`src/debounce_pkg.sv`:
```
// Purpose: Shared constants for the switch debouncer
// Assumes: 20 MHz core clock
// Notes: Times kept in their own unit, counts derived here
package debounce_pkg;
   localparam int CLK_HZ = 20000000;
   localparam int QUAL_TIME_MS = 40;
   localparam int SAMPLE_HZ = 1000;
   localparam int SAMPLE_DIV = CLK_HZ / SAMPLE_HZ;
   localparam int QUAL_COUNT_DEFAULT = (QUAL_TIME_MS * SAMPLE_HZ + 999) / 1000;
   localparam int CNT_W = 16;
   localparam int DIV_W = 16;
   localparam logic [7:0] LEVELS_RESET = 8'hff;
   localparam logic FLAG_RESET = 1'b1;
endpackage : debounce_pkg

```
`src/octal_switch_debouncer.sv`:
```
// Purpose: Debounce one, two or eight contact inputs with change flag and output gate
// Assumes: Contact inputs and gate are asynchronous pins; supply monitor gives a level
// Notes: Sample tick from a divider of core_clk; outputs as value plus enable
//
// Summary of operation
// - An output keeps its level until its input holds the opposite level for 40 ms.
// - Any sample where input equals output clears that channel counter.
// - A counter reaching full count loads the sampled input into the output.
// - The change flag asserts in the same update as the new output level.
// - The change flag goes low on a state change and stays low until the gate clears it.
// - Outputs are driven only while the gate is low, else left undriven.
// - Gate low clears the change flag high and holds it high while low.
// - Below the lockout threshold synchronised inputs pass straight through.
`timescale 1ns/100ps
module octal_switch_debouncer
   import debounce_pkg::*;
#(
   parameter int CHANNELS = 8,
   parameter int SAMPLE_DIVIDE = SAMPLE_DIV,
   parameter int QUAL_COUNT = QUAL_COUNT_DEFAULT
) (
   input wire logic core_clk,
   input wire logic arst_n,
   input wire logic [CHANNELS-1:0] raw_contact_bits,
   input wire logic gate_n,
   input wire logic undervolt,
   output logic [CHANNELS-1:0] clean_levels,
   output logic [CHANNELS-1:0] clean_levels_oe,
   output logic state_moved_flag_n
);

   ////////////////////////////////////////////////////////////////////////
   // State
   typedef struct packed {
      logic [CHANNELS-1:0] in_s1;
      logic [CHANNELS-1:0] in_s2;
      logic [CHANNELS-1:0] in_s3;
      logic [2:0] gate_sync;
      logic [2:0] uv_sync;
      logic gate_n;
      logic uv;
      logic [DIV_W-1:0] div;
      logic tick;
      logic [CHANNELS-1:0][CNT_W-1:0] cnt;
      logic [CHANNELS-1:0] level;
      logic [CHANNELS-1:0] oe;
      logic flag_n;
   } state_t;

   state_t state_reg;
   state_t state_next;
   logic [CHANNELS-1:0] in_q;
   logic [CHANNELS-1:0] moved;

   ////////////////////////////////////////////////////////////////////////
   // Next state
   always_comb begin
      state_next = state_reg;
      moved = '0;
      state_next.in_s1 = raw_contact_bits;
      state_next.in_s2 = state_reg.in_s1;
      state_next.in_s3 = state_reg.in_s2;
      state_next.gate_sync = {state_reg.gate_sync[1:0], gate_n};
      state_next.uv_sync = {state_reg.uv_sync[1:0], undervolt};
      if (state_reg.gate_sync[2] == state_reg.gate_sync[1]) begin
         state_next.gate_n = state_reg.gate_sync[1];
      end
      if (state_reg.uv_sync[2] == state_reg.uv_sync[1]) begin
         state_next.uv = state_reg.uv_sync[1];
      end
      for (int i = 0; i < CHANNELS; i++) begin
         if (state_reg.in_s3[i] == state_reg.in_s2[i]) begin
            in_q[i] = state_reg.in_s2[i];
         end else begin
            in_q[i] = state_reg.level[i];
         end
      end
      // Shared sample divider
      state_next.tick = 1'b0;
      if (state_reg.div == DIV_W'(SAMPLE_DIVIDE - 1)) begin
         state_next.div = '0;
         state_next.tick = 1'b1;
      end else begin
         state_next.div = state_reg.div + DIV_W'(1);
      end
      for (int i = 0; i < CHANNELS; i++) begin
         if (state_reg.uv) begin
            state_next.level[i] = in_q[i];
            state_next.cnt[i] = '0;
         end else if (state_reg.tick) begin
            if (in_q[i] == state_reg.level[i]) begin
               state_next.cnt[i] = '0;
            end else if (state_reg.cnt[i] == CNT_W'(QUAL_COUNT - 1)) begin
               state_next.level[i] = in_q[i];
               state_next.cnt[i] = '0;
               moved[i] = 1'b1;
            end else begin
               state_next.cnt[i] = state_reg.cnt[i] + CNT_W'(1);
            end
         end
      end
      state_next.oe = {CHANNELS{~state_reg.gate_n}};
      if (!state_reg.gate_n) begin
         state_next.flag_n = 1'b1;
      end else if (|moved) begin
         state_next.flag_n = 1'b0;
      end
   end

   ////////////////////////////////////////////////////////////////////////
   // Registers
   always_ff @(posedge core_clk or negedge arst_n) begin
      if (!arst_n) begin
         state_reg <= '0;
         state_reg.in_s1 <= LEVELS_RESET[CHANNELS-1:0];
         state_reg.in_s2 <= LEVELS_RESET[CHANNELS-1:0];
         state_reg.in_s3 <= LEVELS_RESET[CHANNELS-1:0];
         state_reg.level <= LEVELS_RESET[CHANNELS-1:0];
         state_reg.gate_sync <= 3'h7;
         state_reg.gate_n <= 1'b1;
         state_reg.flag_n <= FLAG_RESET;
      end else begin
         state_reg <= state_next;
      end
   end

   assign clean_levels = state_reg.level;
   assign clean_levels_oe = state_reg.oe;
   assign state_moved_flag_n = state_reg.flag_n;
endmodule : octal_switch_debouncer

```
`config.mk`:
```
export PLATFORM = sky130hd
export DESIGN_NAME = octal_switch_debouncer
export DESIGN_NICKNAME = d
export VERILOG_FILES = /design/src/debounce_pkg.sv /design/src/octal_switch_debouncer.sv
export SDC_FILE = /design/constraint.sdc
export NUM_CORES = 1
export LEC_CHECK = 0
export BUFFER_PORTS_ARGS = -buffer_cell sky130_fd_sc_hd__buf_4
export CORE_MARGIN = 4
export CORE_UTILIZATION = 63
export CTS_BUF_LIST = sky130_fd_sc_hd__clkbuf_16
export CTS_CLUSTER_SIZE = 20
export DETAILED_ROUTE_END_ITERATION = 10
export PLACE_DENSITY = 0.81
export SLEW_MARGIN = 20
export SYNTH_ARGS = -nofsm -noshare
export SYNTH_HDL_FRONTEND = slang
export SYNTH_SLANG_ARGS = --single-unit
```
`constraint.sdc`:
```
create_clock -name core_clk -period 2.2 [get_ports core_clk]
set_input_delay 0.44 -clock core_clk [delete_from_list [all_inputs] [get_ports core_clk]]
set_output_delay 0.44 -clock core_clk [all_outputs]
set_load 0.05 [all_outputs]
```
==> results.py <==
metrics = {
    "cts": {
        "cts_tree": "built",
        "clk_path_buf_depth": 2,
        "htree_levels": 4,
        "postCtsHoldBufs": 0,
        "cts_root_buffer": "clkbuf_16",
        "clkTransAtPathRegs_ns": 0.07,
        "cts-resized-gates": 0,
        "clock_sinks": 187,
        "cts_setup_buffers": 0,
        "clock_latency_ns": 0.44,
        "cts_made_buffers": 17,
    },
    "synth": {
        "synth_commonest_cells": "150 x dfrtp_1, 98 x nor2_1, 90 x nand2_1",
        "ys_ff_latch": 187,
        "yosysTopAreaCellShare_pct": 39.5,
        "synth.most_common_cell": "dfrtp_1",
        "yosysWarnings": 0,
        "syn_nets": 1021,
        "synth_edf_count": 0,
        "synthCells": 1000,
        "synthFlopType": "dfrtp_1",
        "synthArstFlopShare_pct": 100,
        "syn_avg_cell_area_sq_um": 9.50,
        "synth_cell_types": 63,
        "yosysSeqAreaShare_pct": 49.7,
        "synth.area.top_cells": "dfrtp_1 40%, dfstp_2 10%, o21ai_0 4.0%, nor2_1 3.9%, nand2_1 3.6%",
        "yosys.area.top_type": "dfrtp_1",
        "synth_area_sq_mm": 0.00950,
    },
    "timing": {
        "maxSlewHeadroom_pct": 58.3,
        "finalHoldViolCount": 5,
        "final_max_slew_viol_count": 0,
        "finalCritPeriodShare_pct": 92.3,
        "setup_ws_ns": 0.169,
        "fin_hold_ws_ns": -0.00785,
        "rsz0062_at_grt": "false",
        "fin_setup_tns_ns": 0,
        "fmax_ghz": 0.492,
        "worstMarginPinSlew_ns": 0.620,
        "fin_skew_ns": 0.0128,
        "setup_viol": 0,
        "period_needed_ns": 2.03,
    },
    "drt": {
        "totalWireLength_microns": 19700,
        "antenna_left": 0,
        "drc": 0,
        "first_pass_iters": 5,
        "vias": 7491,
        "wl_per_cell_microns": 16.1,
        "drtIter0Drc": 520,
        "vias_per_cell": 6.12,
    },
    "critical_path": {
        "path_class": "register to register",
        "rr_worst_depth": 6,
        "critPathCaptureType": "register",
        "crit_path_start_kind": "register",
        "worstPathMaxFanout": 5,
        "cp.required_ns": 2.55,
        "rr_startpoint": "state_reg[49]$_DFFE_PN0P_",
        "cp.arrival_ns": 2.38,
        "cp-startpoint": "state_reg[49]$_DFFE_PN0P_",
    },
    "placed_design": {
        "place_inst": 1192,
        "place.gp.congestion": 0.899,
        "pre_cts_ws_ns": 0.163,
        "portBuffers": 28,
        "placed_cell_area_sq_mm": 0.00993,
        "dp_hpwl_microns": 13100,
    },
    "global_routing": {
        "grt_start_max_net_pins": 64,
        "grt_util_all_layers_pct": 24.5,
        "grt_overflow": 0,
        "first_global_vias": 7083,
        "grt_pass1_wl_microns": 33600,
        "antenna_found_initial": 0,
    },
    "floorplan": {
        "fp.dieW_microns": 131,
        "start_util_pct": 64.9,
        "die-height_microns": 131,
        "core_area_sq_mm": 0.0146,
        "die_area_sq_mm": 0.0171,
        "io_pins": 29,
        "rows": 44,
    },
    "flow_run": {
        "timing.max_cap.violations": 0,
    },
    "status": {
        "failed_checks": "hold timing",
        "outcome": "complete, but fails checks",
    },
    "cells_and_area": {
        "utilization_pct": 72.0,
        "drive_gt1_share_pct": 14.1,
        "area_growth_syn_to_layout_pct": 11.0,
        "fin_nets": 1048,
        "fillers": 1065,
        "postLayoutCellArea_sq_mm": 0.0105,
        "diodes": 0,
        "instances_no_fill": 1224,
        "largest_register_ffs": 157,
    },
    "pwr": {
        "leakage_uw": 0.00440,
        "irDropWorstVdd_mv": 0.620,
        "pwr_density_cell_mw_per_mm2": 692,
    },
    "hold_path": {
        "hp-class": "input port to async pin",
    },
}
area by class of cell:
cell class	count	area, sq um	share of cell area [%]
inverter	41	154	1.46
clock inverter	15	173	1.64
timing repair buffer	57	459	4.35
multi-input combinational	723	4380	41.5
tap	184	230	2.18
sequential	187	4730	44.8
clock buffer	17	425	4.03
report_power, final:
group | internal, uW | switching [uW] | total, uW
clock network | 1790 | 1330 | 3120
registers | 3540 | 58.7 | 3600
logic | 174 | 410 | 584
per-stage QoR:
step	power, uW	hold WS [ns]
finish	7300	-0.00785
global route	7570	0.0179
CTS	7360	0.0000626
detailed placement	4240	0.342
global placement	4230	0.331
floorplan	4040	0.144
cells by family (layout without fill, tap and decap cells):
group,after synthesis,count (layout),synth area share [%]
adder cells (fa/ha/maj),11,11,1.40
buffers and inverters,90,130,4.44
multiplexers,17,17,1.83
flip-flops,187,187,49.7
XOR/XNOR,61,61,5.62
AND/OR/NAND/NOR,453,453,25.8
AO/OA/AOI/OAI,181,181,11.2
critical path, cell delays in order (launching register included):
cell,delay [ns]
dfrtp_1,0.41
ha_1,0.24
nor4bb_1,0.15
and4_1,0.24
nor3_1,0.53
nand3_1,0.19
mux2i_1,0.19
final timing paths:
kind	slack [ns]	endpoint
worst max-delay path	0.17	state_reg[61]$_DFFE_PN0P_
worst min register to register	0.36	state_next[172]$_DFF_PN1_
max in group asynchronous	1.48	state_next[176]$_DFF_PN1_
min in group core_clk	0.11	state_next[182]$_DFF_PN1_
worst min-delay path	-0.008	state_reg[95]$_DFFE_PN0P_
worst max register to register	0.17	state_reg[61]$_DFFE_PN0P_
placed cells by master (no fill, tap or decap), drive strengths merged, types with 30 or more instances in the layout:
cell type  Yosys  layout
a21oi         46      46
buf           38      56
dfrtp        150     150
dfstp         37      37
inv           41      45
nand2         90      90
nand3         53      53
nand4         34      34
nor2          99      99
nor3          40      40
nor4          30      30
o21ai         84      84
xnor2         31      31
xor2          30      30
layer usage:
layer  part of all wire [%]  up-vias  track usage [%]  wire, microns
met4                    2.2        0             8.89            433
met5                      0        -                0              0
met3                    4.3       38             4.55            857
met1                     46     3628             34.8           9050
li1                       -     3630                -              -
met2                     48      195             37.9           9390
No activity file was read; power rests on OpenSTA's default activity.
